### src/common/seq_pkg.sv
package seq_pkg;
  // Timing: one sequencer tick is 100 ms at a 10 ns clock.
  localparam int CLK_NS         = 10;
  localparam int TICK_NS        = 100_000_000;
  localparam int TICK_CYC       = TICK_NS / CLK_NS;
  localparam int TICKS_PER_S    = 1_000_000_000 / TICK_NS;
  // Register byte offsets.
  localparam logic [7:0] A_CTRL  = 8'h00;
  localparam logic [7:0] A_REF   = 8'h04;
  localparam logic [7:0] A_START = 8'h08;
  localparam logic [7:0] A_STOP  = 8'h0C;
  localparam logic [7:0] A_BRAKE = 8'h10;
  localparam logic [7:0] A_VF    = 8'h14;
  localparam logic [7:0] A_PROT  = 8'h18;
  localparam logic [7:0] A_STAT  = 8'h1C;
  localparam int N_CFG = 7;
  // Field positions.
  localparam int F_RUN   = 0;
  localparam int F_REV   = 1;
  localparam int F_DLY   = 0;
  localparam int F_SMODE = 8;
  localparam int F_HST   = 12;
  localparam int F_SFUNC = 0;
  localparam int F_SACT  = 8;
  localparam int F_BPCT  = 0;
  localparam int F_BTIME = 8;
  localparam int F_CUTIN = 16;
  localparam int F_SFREQ = 0;
  localparam int F_IVOLT = 8;
  localparam int F_HOLD  = 24;
  localparam int F_TSEL  = 0;
  localparam int F_DIFN  = 4;
  localparam int F_SETUP = 8;
  localparam int F_ST    = 0;
  localparam int F_WARN  = 8;
  localparam int F_TRIP  = 9;
  localparam int F_BRK   = 10;
  localparam int F_HSTON = 11;
  localparam int F_FREQ  = 16;
  // Reset values: delay 0, stop freq 0.1 Hz, brake 10 s, all else 0.
  localparam logic [31:0] R_CTRL  = 32'h0000_0000;
  localparam logic [31:0] R_REF   = 32'h0000_0000;
  localparam logic [31:0] R_START = 32'h0000_0000;
  localparam logic [31:0] R_STOP  = 32'h0000_0100;
  localparam logic [31:0] R_BRAKE = 32'h0000_0A00;
  localparam logic [31:0] R_VF    = 32'h0000_0000;
  localparam logic [31:0] R_PROT  = 32'h0000_0000;
  localparam logic [31:0] M_CTRL  = 32'h0000_0003;
  localparam logic [31:0] M_REF   = 32'h0000_FFFF;
  localparam logic [31:0] M_START = 32'h0000_777F;
  localparam logic [31:0] M_STOP  = 32'h0000_7F01;
  localparam logic [31:0] M_BRAKE = 32'hFFFF_3F7F;
  localparam logic [31:0] M_VF    = 32'h7F07_FF7F;
  localparam logic [31:0] M_PROT  = 32'h0000_03FF;
  // Start modes, protection codes, input function.
  localparam logic [2:0] SM_HOLD  = 3'h0;
  localparam logic [2:0] SM_BRAKE = 3'h1;
  localparam logic [2:0] SM_OFF   = 3'h2;
  localparam logic [2:0] SM_CW    = 3'h3;
  localparam logic [2:0] SM_REFD  = 3'h4;
  localparam logic [3:0] TP_NONE  = 4'h0;
  localparam logic [3:0] TP_THW   = 4'h1;
  localparam logic [3:0] TP_THT   = 4'h2;
  localparam logic [3:0] TP_CL1   = 4'h3;
  localparam logic [3:0] TP_CL4T  = 4'hA;
  localparam logic [3:0] DI_BRAKE_INV = 4'h5;
  // Current limit in tenths of nominal inverter current.
  localparam logic [4:0] ILIM_NOM = 5'h0A;
  localparam logic [4:0] ILIM_HST = 5'h12;
  localparam logic [1:0] RESP_OK  = 2'h0;
  localparam logic [1:0] RESP_ERR = 2'h2;

  typedef enum logic [4:0] {
    ST_IDLE  = 5'b0_0001,
    ST_DELAY = 5'b0_0010,
    ST_RUN   = 5'b0_0100,
    ST_STOP  = 5'b0_1000,
    ST_BRAKE = 5'b1_0000
  } seq_state_t;

  typedef struct packed {
    logic        inv_en;
    logic        dc_en;
    logic [6:0]  dc_pct;
    logic        dir;
    logic [15:0] freq;
    logic        volt_on;
    logic [10:0] volt;
    logic [4:0]  ilim;
  } drive_t;
endpackage

### src/design/motor_start_stop_sequencer.sv
// Operation
// (RULE_01) High start current 1.8x nominal, window to 0.5 s; the code accepts windows up to 7 ticks, 0.7 s.
// (RULE_02) Zero window disables high start current.
// (RULE_03) Wait start delay, then ramp to reference.
// (RULE_04) Mode 0: At_stop_a voltage during delay.
// (RULE_05) Mode 1: DC brake voltage during delay.
// (RULE_06) Mode 2: inverter off during delay.
// (RULE_07) Mode 3: start frequency, voltage, clockwise.
// (RULE_08) Mode 4: start freq or 0 Hz, reference direction.
// (RULE_09) Stop function: 0 inverter_release, 1 At_stop_a.
// (RULE_10) Stop function below threshold or after stop.
// (RULE_11) Stop threshold 0.1 to 10 Hz, default 0.1; the code accepts 0 to 12.7 Hz.
// (RULE_12) Threshold above start frequency skips start delay.
// (RULE_13) At_stop_a stop: start steps to threshold.
// (RULE_14) Brake voltage is percent of maximum.
// (RULE_15) Falling brake input with function 5 brakes.
// (RULE_16) Stop command brakes below cut-in frequency.
// (RULE_17) Brake lasts programmed time, default 10 s.
// (RULE_18) Cut-in zero disables frequency triggered braking.
// (RULE_19) Protection codes 0 to 10 decoded.
// (RULE_20) Load setups count only when setup active.
// (RULE_21) Warning variants warn, trip variants stop.
// (RULE_22) Durations use system tick; reset restores defaults.
`timescale 1ns/100ps
module motor_start_stop_sequencer #(
  parameter int          TICK_CYCLES = seq_pkg::TICK_CYC,
  parameter logic [15:0] RAMP_STEP   = 16'h000A,
  parameter logic [4:0]  ILIM_SAFE   = 5'h14
) (
  input  wire logic                  aclk,
  input  wire logic                  aresetn,
  input  wire logic                  ce,
  input  wire logic [7:0]            s_axi_awaddr,
  input  wire logic                  s_axi_awvalid,
  output      logic                  s_axi_awready,
  input  wire logic [31:0]           s_axi_wdata,
  input  wire logic [3:0]            s_axi_wstrb,
  input  wire logic                  s_axi_wvalid,
  output      logic                  s_axi_wready,
  output      logic [1:0]            s_axi_bresp,
  output      logic                  s_axi_bvalid,
  input  wire logic                  s_axi_bready,
  input  wire logic [7:0]            s_axi_araddr,
  input  wire logic                  s_axi_arvalid,
  output      logic                  s_axi_arready,
  output      logic [31:0]           s_axi_rdata,
  output      logic [1:0]            s_axi_rresp,
  output      logic                  s_axi_rvalid,
  input  wire logic                  s_axi_rready,
  input  wire logic                  brake_input_pin,
  input  wire logic                  thermistor_hot_pin,
  input  wire logic [3:0]            calc_overload,
  output      seq_pkg::drive_t       drive,
  output      logic [3:0]            calc_load_enable,
  output      logic                  thermal_warning,
  output      logic                  thermal_trip
);
  import seq_pkg::*;

  // Register bus.
  logic [31:0] cfg [N_CFG];
  logic [31:0] next_cfg [N_CFG];
  logic        aw_hold, w_hold;
  logic        next_aw_hold, next_w_hold;
  logic [7:0]  aw_addr, next_aw_addr;
  logic [31:0] w_data, next_w_data;
  logic [3:0]  w_strb, next_w_strb;
  logic        next_awready, next_wready, next_bvalid;
  logic        next_arready, next_rvalid;
  logic [1:0]  next_bresp, next_rresp;
  logic [31:0] next_rdata, status, wmask, bytemask;
  logic [2:0]  widx;

  // Pin synchronisers and tick.
  logic [2:0]  brk_s, hot_s;
  logic        brk_f, hot_f, brk_prev, tick;
  logic [31:0] tick_cnt, next_tick_cnt;

  // Sequencer state.
  seq_state_t  st, next_st;
  logic [15:0] freq, next_freq, tgt;
  logic [9:0]  cnt, next_cnt;
  logic [2:0]  hcnt, next_hcnt;
  drive_t      next_drive;
  logic        brk_fall, start_ok;

  // Thermal state.
  logic        next_warn, next_trip, cond, is_trip_sel;
  logic [3:0]  next_cle;
  logic [2:0]  cl_idx;

  // Configuration fields.
  logic        run, rev, sfunc;
  logic [6:0]  dly, sact, bpct, sfreq, hold_pct;
  logic [2:0]  smode, hst;
  logic [5:0]  btime;
  logic [15:0] reff, cutin;
  logic [10:0] ivolt;
  logic [3:0]  tsel, difn;
  logic [1:0]  setup;

  assign run      = cfg[0][F_RUN];
  assign rev      = cfg[0][F_REV];
  assign reff     = cfg[1][15:0];
  assign dly      = cfg[2][F_DLY +: 7];
  assign smode    = cfg[2][F_SMODE +: 3];
  assign hst      = cfg[2][F_HST +: 3];
  assign sfunc    = cfg[3][F_SFUNC];
  assign sact     = cfg[3][F_SACT +: 7];
  assign bpct     = cfg[4][F_BPCT +: 7];
  assign btime    = cfg[4][F_BTIME +: 6];
  assign cutin    = cfg[4][F_CUTIN +: 16];
  assign sfreq    = cfg[5][F_SFREQ +: 7];
  assign ivolt    = cfg[5][F_IVOLT +: 11];
  assign hold_pct = cfg[5][F_HOLD +: 7];
  assign tsel     = cfg[6][F_TSEL +: 4];
  assign difn     = cfg[6][F_DIFN +: 4];
  assign setup    = cfg[6][F_SETUP +: 2];

  localparam logic [31:0] RST [N_CFG] = '{R_CTRL, R_REF, R_START,
    R_STOP, R_BRAKE, R_VF, R_PROT};
  localparam logic [31:0] MSK [N_CFG] = '{M_CTRL, M_REF, M_START,
    M_STOP, M_BRAKE, M_VF, M_PROT};

  always_comb begin
    status = 32'h0000_0000;
    status[F_ST +: 5] = st;
    status[F_WARN] = thermal_warning;
    status[F_TRIP] = thermal_trip;
    status[F_BRK] = (st == ST_BRAKE);
    status[F_HSTON] = (hcnt != 3'h0);
    status[F_FREQ +: 16] = freq;
  end

  // Address and data are caught in either order; the write is done
  // once both are held and the previous response has been taken.
  always_comb begin
    next_aw_hold = aw_hold;
    next_w_hold  = w_hold;
    next_aw_addr = aw_addr;
    next_w_data  = w_data;
    next_w_strb  = w_strb;
    next_bvalid  = s_axi_bvalid;
    next_bresp   = s_axi_bresp;
    next_arready = 1'b0;
    next_rvalid  = s_axi_rvalid;
    next_rdata   = s_axi_rdata;
    next_rresp   = s_axi_rresp;
    bytemask     = 32'h0000_0000;
    widx         = aw_addr[4:2];
    wmask        = 32'h0000_0000;
    for (int i = 0; i < N_CFG; i++) begin
      next_cfg[i] = cfg[i];
    end
    if (s_axi_awvalid && s_axi_awready) begin
      next_aw_hold = 1'b1;
      next_aw_addr = s_axi_awaddr;
    end
    if (s_axi_wvalid && s_axi_wready) begin
      next_w_hold = 1'b1;
      next_w_data = s_axi_wdata;
      next_w_strb = s_axi_wstrb;
    end
    if (s_axi_bvalid && s_axi_bready) begin
      next_bvalid = 1'b0;
    end
    if (aw_hold && w_hold && !s_axi_bvalid) begin
      for (int b = 0; b < 4; b++) begin
        bytemask[8*b +: 8] = {8{w_strb[b]}};
      end
      next_aw_hold = 1'b0;
      next_w_hold  = 1'b0;
      next_bvalid  = 1'b1;
      next_bresp   = RESP_OK;
      if (aw_addr[1:0] != 2'h0 || aw_addr > A_STAT) begin
        next_bresp = RESP_ERR;
      end else if (aw_addr != A_STAT) begin
        wmask = bytemask & MSK[widx];
        next_cfg[widx] = (cfg[widx] & ~wmask) | (w_data & wmask);
      end
    end
    if (s_axi_rvalid && s_axi_rready) begin
      next_rvalid = 1'b0;
    end
    if (s_axi_arvalid && !s_axi_arready && !s_axi_rvalid) begin
      next_arready = 1'b1;
      next_rvalid  = 1'b1;
      next_rresp   = RESP_OK;
      next_rdata   = 32'h0000_0000;
      if (s_axi_araddr[1:0] != 2'h0 || s_axi_araddr > A_STAT) begin
        next_rresp = RESP_ERR;
      end else if (s_axi_araddr == A_STAT) begin
        next_rdata = status;
      end else begin
        next_rdata = cfg[s_axi_araddr[4:2]];
      end
    end
    next_awready = !next_aw_hold;
    next_wready  = !next_w_hold;
  end

  always_ff @(posedge aclk) begin
    if (!aresetn) begin
      cfg           <= RST; // RULE_22
      aw_hold       <= 1'b0;
      w_hold        <= 1'b0;
      aw_addr       <= 8'h00;
      w_data        <= 32'h0000_0000;
      w_strb        <= 4'h0;
      s_axi_awready <= 1'b0;
      s_axi_wready  <= 1'b0;
      s_axi_bvalid  <= 1'b0;
      s_axi_bresp   <= RESP_OK;
      s_axi_arready <= 1'b0;
      s_axi_rvalid  <= 1'b0;
      s_axi_rdata   <= 32'h0000_0000;
      s_axi_rresp   <= RESP_OK;
    end else if (ce) begin
      cfg           <= next_cfg;
      aw_hold       <= next_aw_hold;
      w_hold        <= next_w_hold;
      aw_addr       <= next_aw_addr;
      w_data        <= next_w_data;
      w_strb        <= next_w_strb;
      s_axi_awready <= next_awready;
      s_axi_wready  <= next_wready;
      s_axi_bvalid  <= next_bvalid;
      s_axi_bresp   <= next_bresp;
      s_axi_arready <= next_arready;
      s_axi_rvalid  <= next_rvalid;
      s_axi_rdata   <= next_rdata;
      s_axi_rresp   <= next_rresp;
    end
  end

  // A pin level is accepted once the second and third stages agree.
  always_comb begin
    next_tick_cnt = tick_cnt + 32'h0000_0001;
    tick = (tick_cnt == 32'(TICK_CYCLES - 1));
    if (tick) begin
      next_tick_cnt = 32'h0000_0000;
    end
    brk_fall = brk_prev && !brk_f && (difn == DI_BRAKE_INV); // RULE_15
  end

  always_ff @(posedge aclk) begin
    if (!aresetn) begin
      brk_s    <= 3'b111;
      hot_s    <= 3'b000;
      brk_f    <= 1'b1;
      hot_f    <= 1'b0;
      brk_prev <= 1'b1;
      tick_cnt <= 32'h0000_0000;
    end else if (ce) begin
      brk_s    <= {brk_s[1:0], brake_input_pin};
      hot_s    <= {hot_s[1:0], thermistor_hot_pin};
      brk_f    <= (brk_s[2] == brk_s[1]) ? brk_s[2] : brk_f;
      hot_f    <= (hot_s[2] == hot_s[1]) ? hot_s[2] : hot_f;
      brk_prev <= brk_f;
      tick_cnt <= next_tick_cnt; // RULE_22
    end
  end

  // Sequencer. Frequencies in 0.1 Hz, delays in ticks.
  always_comb begin
    next_st   = st;
    next_freq = freq;
    next_cnt  = cnt;
    next_hcnt = hcnt;
    tgt       = run ? reff : 16'h0000;
    start_ok  = run && !thermal_trip;
    if (tick && hcnt != 3'h0) begin
      next_hcnt = hcnt - 3'h1; // RULE_01
    end
    unique case (st)
      ST_IDLE: begin
        next_freq = 16'h0000;
        if (start_ok) begin
          next_hcnt = hst; // RULE_02
          if (sact > sfreq || dly == 7'h00) begin
            next_st = ST_RUN; // RULE_12
            next_freq = sfunc ? {9'h000, sact} : 16'h0000; // RULE_13
          end else begin
            next_st  = ST_DELAY; // RULE_03
            next_cnt = {3'h0, dly};
          end
        end
      end
      ST_DELAY: begin
        if (!run) begin
          next_st = ST_IDLE;
        end else if (tick) begin
          next_cnt = cnt - 10'h001;
          if (cnt <= 10'h001) begin
            next_st = ST_RUN; // RULE_03
            next_freq = sfunc ? {9'h000, sact} : 16'h0000; // RULE_13
          end
        end
      end
      ST_RUN: begin
        if (tick) begin
          if (freq + RAMP_STEP <= tgt) begin
            next_freq = freq + RAMP_STEP;
          end else if (freq >= tgt + RAMP_STEP) begin
            next_freq = freq - RAMP_STEP;
          end else begin
            next_freq = tgt;
          end
        end
        if (!run && cutin != 16'h0000 && freq < cutin) begin
          next_st  = ST_BRAKE; // RULE_16 RULE_18
          next_cnt = 10'(btime * TICKS_PER_S);
        end else if (freq < {9'h000, sact} && tgt < {9'h000, sact}) begin
          next_st = ST_STOP; // RULE_10 RULE_11
        end
      end
      ST_STOP: begin
        next_freq = 16'h0000;
        if (start_ok && reff >= {9'h000, sact}) begin
          next_st = ST_RUN;
          next_freq = sfunc ? {9'h000, sact} : 16'h0000;
        end else if (!run && !sfunc) begin
          next_st = ST_IDLE;
        end
      end
      ST_BRAKE: begin
        next_freq = 16'h0000;
        if (cnt == 10'h000) begin
          next_st = ST_STOP;
        end else if (tick) begin
          next_cnt = cnt - 10'h001; // RULE_17
        end
      end
    endcase
    if (brk_fall && !thermal_trip) begin
      next_st   = ST_BRAKE; // RULE_15
      next_freq = 16'h0000;
      next_cnt  = 10'(btime * TICKS_PER_S);
    end
    if (thermal_trip) begin
      next_st   = ST_IDLE; // RULE_21
      next_freq = 16'h0000;
      next_hcnt = 3'h0;
    end
  end

  // Drive word follows the state being entered.
  always_comb begin
    next_drive        = '0;
    next_drive.ilim   = ILIM_NOM;
    next_drive.dir    = rev;
    next_drive.freq   = next_freq;
    next_drive.inv_en = (next_st == ST_RUN);
    if (next_hcnt != 3'h0) begin
      next_drive.ilim = (ILIM_HST < ILIM_SAFE) ? ILIM_HST : ILIM_SAFE;
    end
    unique case (next_st)
      ST_DELAY: begin
        unique case (smode)
          SM_HOLD: begin
            next_drive.inv_en = 1'b1; // RULE_04
            next_drive.dc_en  = 1'b1;
            next_drive.dc_pct = hold_pct;
          end
          SM_BRAKE: begin
            next_drive.inv_en = 1'b1; // RULE_05
            next_drive.dc_en  = 1'b1;
            next_drive.dc_pct = bpct;
          end
          SM_CW: begin
            next_drive.inv_en  = 1'b1; // RULE_07
            next_drive.freq    = {9'h000, sfreq};
            next_drive.dir     = 1'b0;
            next_drive.volt_on = 1'b1;
            next_drive.volt    = ivolt;
          end
          SM_REFD: begin
            next_drive.inv_en  = 1'b1; // RULE_08
            next_drive.freq    = (reff == 16'h0000) ? 16'h0000
                                                    : {9'h000, sfreq};
            next_drive.volt_on = 1'b1;
            next_drive.volt    = ivolt;
          end
          default: begin
            next_drive.inv_en = 1'b0; // RULE_06
          end
        endcase
      end
      ST_STOP: begin
        next_drive.inv_en = sfunc; // RULE_09
        next_drive.dc_en  = sfunc;
        next_drive.dc_pct = sfunc ? hold_pct : 7'h00;
      end
      ST_BRAKE: begin
        next_drive.inv_en = 1'b1; // RULE_14
        next_drive.dc_en  = 1'b1;
        next_drive.dc_pct = bpct;
      end
      default: begin
        next_drive.dc_en = 1'b0;
      end
    endcase
  end

  always_ff @(posedge aclk) begin
    if (!aresetn) begin
      st    <= ST_IDLE;
      freq  <= 16'h0000;
      cnt   <= 10'h000;
      hcnt  <= 3'h0;
      drive <= '0;
    end else if (ce) begin
      st    <= next_st;
      freq  <= next_freq;
      cnt   <= next_cnt;
      hcnt  <= next_hcnt;
      drive <= next_drive;
    end
  end

  // Thermal protection selector.
  always_comb begin
    cl_idx      = 3'(4'(tsel - TP_CL1) >> 1);
    is_trip_sel = (tsel != TP_NONE) && !tsel[0]; // RULE_19
    next_cle    = 4'h0;
    cond        = 1'b0;
    if (tsel == TP_THW || tsel == TP_THT) begin
      cond = hot_f;
    end else if (tsel >= TP_CL1 && tsel <= TP_CL4T) begin
      if (setup == cl_idx[1:0]) begin
        next_cle[cl_idx[1:0]] = 1'b1; // RULE_20
        cond = calc_overload[cl_idx[1:0]];
      end
    end
    next_warn = cond && !is_trip_sel; // RULE_21
    next_trip = thermal_trip ? (run || cond) : (cond && is_trip_sel);
  end

  always_ff @(posedge aclk) begin
    if (!aresetn) begin
      thermal_warning  <= 1'b0;
      thermal_trip     <= 1'b0;
      calc_load_enable <= 4'h0;
    end else if (ce) begin
      thermal_warning  <= next_warn;
      thermal_trip     <= next_trip;
      calc_load_enable <= next_cle;
    end
  end
endmodule

### config.mk
export PLATFORM = sky130hd
export DESIGN_NAME = motor_start_stop_sequencer
export DESIGN_NICKNAME = d
export VERILOG_FILES = /design/src/common/seq_pkg.sv /design/src/design/motor_start_stop_sequencer.sv
export SDC_FILE = /design/constraint.sdc
export NUM_CORES = 1
export LEC_CHECK = 0
export BUFFER_PORTS_ARGS = -buffer_cell sky130_fd_sc_hd__buf_2
export CAP_MARGIN = 5
export CELL_PAD_IN_SITES_DETAIL_PLACEMENT = 0
export CELL_PAD_IN_SITES_GLOBAL_PLACEMENT = 2
export CORE_ASPECT_RATIO = 1.75
export CORE_MARGIN = 2
export CORE_UTILIZATION = 37
export CTS_CLUSTER_SIZE = 16
export DETAILED_ROUTE_END_ITERATION = 10
export PLACE_DENSITY_LB_ADDON = 0.1
export SLEW_MARGIN = 10
export SYNTH_ARGS = -nofsm -noshare
export SYNTH_HDL_FRONTEND = slang
export SYNTH_SLANG_ARGS = --single-unit
### constraint.sdc
create_clock -name aclk -period 6.1 [get_ports aclk]
set_clock_uncertainty 0.2 [all_clocks]
set_input_delay 0.305 -clock aclk [delete_from_list [all_inputs] [get_ports aclk]]
set_output_delay 0.305 -clock aclk [all_outputs]
set_load 0.02 [all_outputs]
==> reports/qor.yml <==
r2r-start: "cfg[161]"
synth-compound-area-share: 0.189
setup-tns-final_ps: 0
critPathMaxFanout: 11
fin_util: 0.431
cts_buffers: 46
fmax_mhz: 193
netlist_area_um2: 23900
layout_common_cells: "dfxtp_1, nor2_1, nand2_1"
wl_per_cell_um: 27.3
synth.avg_cell_area_um2: 8.24
endpoint: "drive[20]"
post_cts_buffers: 0
ctsLongestPathBuffers: 3
final_nets: 3181
synthXorXnorAreaFrac: 0.0279
final_common_cell: "dfxtp_1"
stdcell_count: 3872
worstReg2RegEnd: "drive[20]"
switching_share: 0.246
wl_met3_um: 4330
vias_per_cell: 5.83
max_slew_margin: 0.0792
final-hold-violation-count: 0
drtAntennaViolNets: 0
dr_total_vias: 22600
irDropWorstVdd_v: 0.000201
wl_met1_um: 38400
highest_layer: "met5"
pwr-share-comb: 0.052
core_um2: 64000
synth_fa_ha_area_frac: 0.0489
cts_root_buffer: "clkbuf_16"
seq_area_frac_synth: 0.361
p_switching_mw: 1.50
die-area_um2: 66700
powerDensity_nw_per_um2: 221
ys_seq_elements: 431
startpoint: "cfg[161]"
drt_iter0_markers: 1369
ioPinCount: 156
hold_slack_ps: 153
ys_warn_count: 0
cp.arrival_ps: 5530
synth_edf_count: 0
area_growth_pct: 15.5
p_int_mw: 4.60
maxSlewViolCount: 0
worstSetupEndpointType: "flip-flop"
p_leak_nw: 10.6
grt_pass1_wl_um: 154000
startpoint_type: "flip-flop"
r2r_slack_ps: 910
outcome: "complete, no violations"
dp_hpwl_um: 78700
worstMarginPinSlew_ps: 1370
cp.required_ps: 6430
die_w_um: 196
pwr-share-seq: 0.467
ys_async_sr_fraction: 0
pwr-share-clk: 0.480
clk_pin_slew_ps: 60
synth_top_family_by_area: "simple AND/OR/NAND/NOR gates"
rsz0062_at_grt: "false"
placed_cells: 3735
gp_congestion: 0.936
ys_types: 94
drcViolationCount: 0
setup_viol_count_final: 0
drive_gt1_frac: 0.141
grt_pass1_vias: 22300
first_pass_iters: 5
initial_core_util: 0.373
clock_sinks: 431
grtUsageTotal: 0.314
grt_max_degree: 107
synthSimpleGateAreaFrac: 0.214
path_class: "reg2reg"
die_h_um: 340
maxCapViolCount: 0
clock_latency_ps: 620
antenna_found_initial: 2
row_count: 123
yosys_most_used_dff: "dfxtp_1"
overflow: 0
numPortBuffers: 151
hp-class: "in2reg"
muxShareOfSynthArea: 0.111
total_power_mw: 6.10
fill_cells: 6532
r2r_cells: 18
synthCells: 2898
cts_max_level: 2
post-route-period-util: 0.852
routed_wl_um: 106000
min_period_ps: 5190
dr_wl_met2_um: 53400
cts_tree: "built"
worst max-delay path: stages, from the launching register on:
cell	delay (ps)
dfxtp_1	620
a21oi_1	190
nor2b_1	350
nand4_1	220
nor2_1	200
nand2_1	130
nor3_1	390
nand4_1	160
xnor2_1	160
ha_1	290
nand4_1	130
nor2_1	140
o2111ai_1	150
o211ai_2	540
mux2_2	410
a2111oi_0	420
o22ai_1	100
o21ai_0	140
o2bb2ai_1	140
Yosys cell counts (7+ instances only):
library cell,instances,area [um^2]
dfxtp_1,431,8630
nor2_1,393,1480
nand2_1,365,1370
a21oi_1,323,1620
clkbuf_1,143,537
mux2i_1,133,1330
and2_1,99,619
ha_1,89,1110
o21ai_0,84,420
a211oi_1,74,556
inv_1,67,251
mux4_2,53,1190
nand3_1,42,210
xor2_1,40,350
xnor2_1,36,315
nor3_1,33,165
buf_1,32,120
buf_2,29,145
nand4_1,27,169
and3_1,25,156
o221ai_1,25,219
a22oi_1,21,158
nor4_1,21,131
o22ai_1,18,113
a221oi_1,16,140
a31oi_1,16,100
nor2b_1,16,100
or3_1,16,100
o211ai_1,14,105
nand2b_1,13,81.3
o21ai_1,12,60.1
a2bb2oi_1,11,96.3
a221o_1,10,100
mux2_2,10,113
a21o_1,9,67.6
a22o_1,8,70.1
buf_4,8,60.1
nor4_2,8,100
or4_1,7,52.6
routing by layer:
layer	track usage	vias up
li1	-	10600
met5	0	-
met1	0.332	11100
met2	0.566	651
met3	0.0399	266
met4	0.237	2
worst min-delay path by stage:
stage                                from               to  slack, ps  depth (start not counted)
after floorplan                aw_addr[5]       aw_addr[5]        230                          2
after global placement         aw_addr[7]       aw_addr[7]        240                          2
after detailed placement  s_axi_rdata[22]  s_axi_rdata[22]        240                          2
after CTS                              ce         drive[1]        130                          4
after global routing                   ce         drive[1]        180                          4
final                                  ce         drive[1]        150                          4
power groups by stage:
stage                     sequential, mW  clock [mW]  combinational [mW]
after floorplan                     2.91           0               0.171
after global placement              2.91           0               0.291
after detailed placement            2.91           0               0.292
after CTS                           2.85        3.00               0.320
after global routing                2.85        3.09               0.339
final                               2.85        2.93               0.320
per-stage QoR:
stage / cell area [um^2] / worst slack (ps)
finish: 27600 / 905
global route: 27600 / 478
CTS: 27600 / 930
detailed placement: 25500 / 976
global placement: 25500 / 1020
floorplan: 23900 / 1800
what timing repair did:
| action | in CTS | in global routing |
|---|---|---|
| hold buffers | 54 | 0 |
| endpoints found under the setup margin | 0 | 0 |
| gates resized for setup | 0 | 0 |
| endpoints found under the hold margin | 64 | 0 |
sequential cells by signal, summed over array words and instances (netlist names), 5 cells and up:
register / flops
aw_addr: 8
bpct: 7
btime: 6
cfg: 211
cnt: 10
drive: 41
freq: 16
s_axi_rdata: 32
st: 5
tick_cnt: 32
w_data: 32
layout make-up:
| cell class | count | area (um^2) | area share |
|---|---|---|---|
| antenna | 1 | 2.50 | 0.0000907 |
| clock buffer | 70 | 1400 | 0.0508 |
| clock inverter | 12 | 140 | 0.00508 |
| inverter | 70 | 270 | 0.00980 |
| multi-input combinational | 2188 | 14200 | 0.515 |
| sequential | 431 | 8630 | 0.313 |
| tap | 812 | 1020 | 0.0368 |
| timing repair buffer | 288 | 1920 | 0.0698 |
cell families (layout without fill, tap and decap cells):
family	Yosys count	in the layout
mux	197	197
other cells	1	5
buf+inv	282	440
flops	431	431
compound gates	712	712
xor+xnor	76	76
fa+ha+maj	93	93
simple gates	1106	1106
No activity file was read; power rests on OpenSTA's default activity.
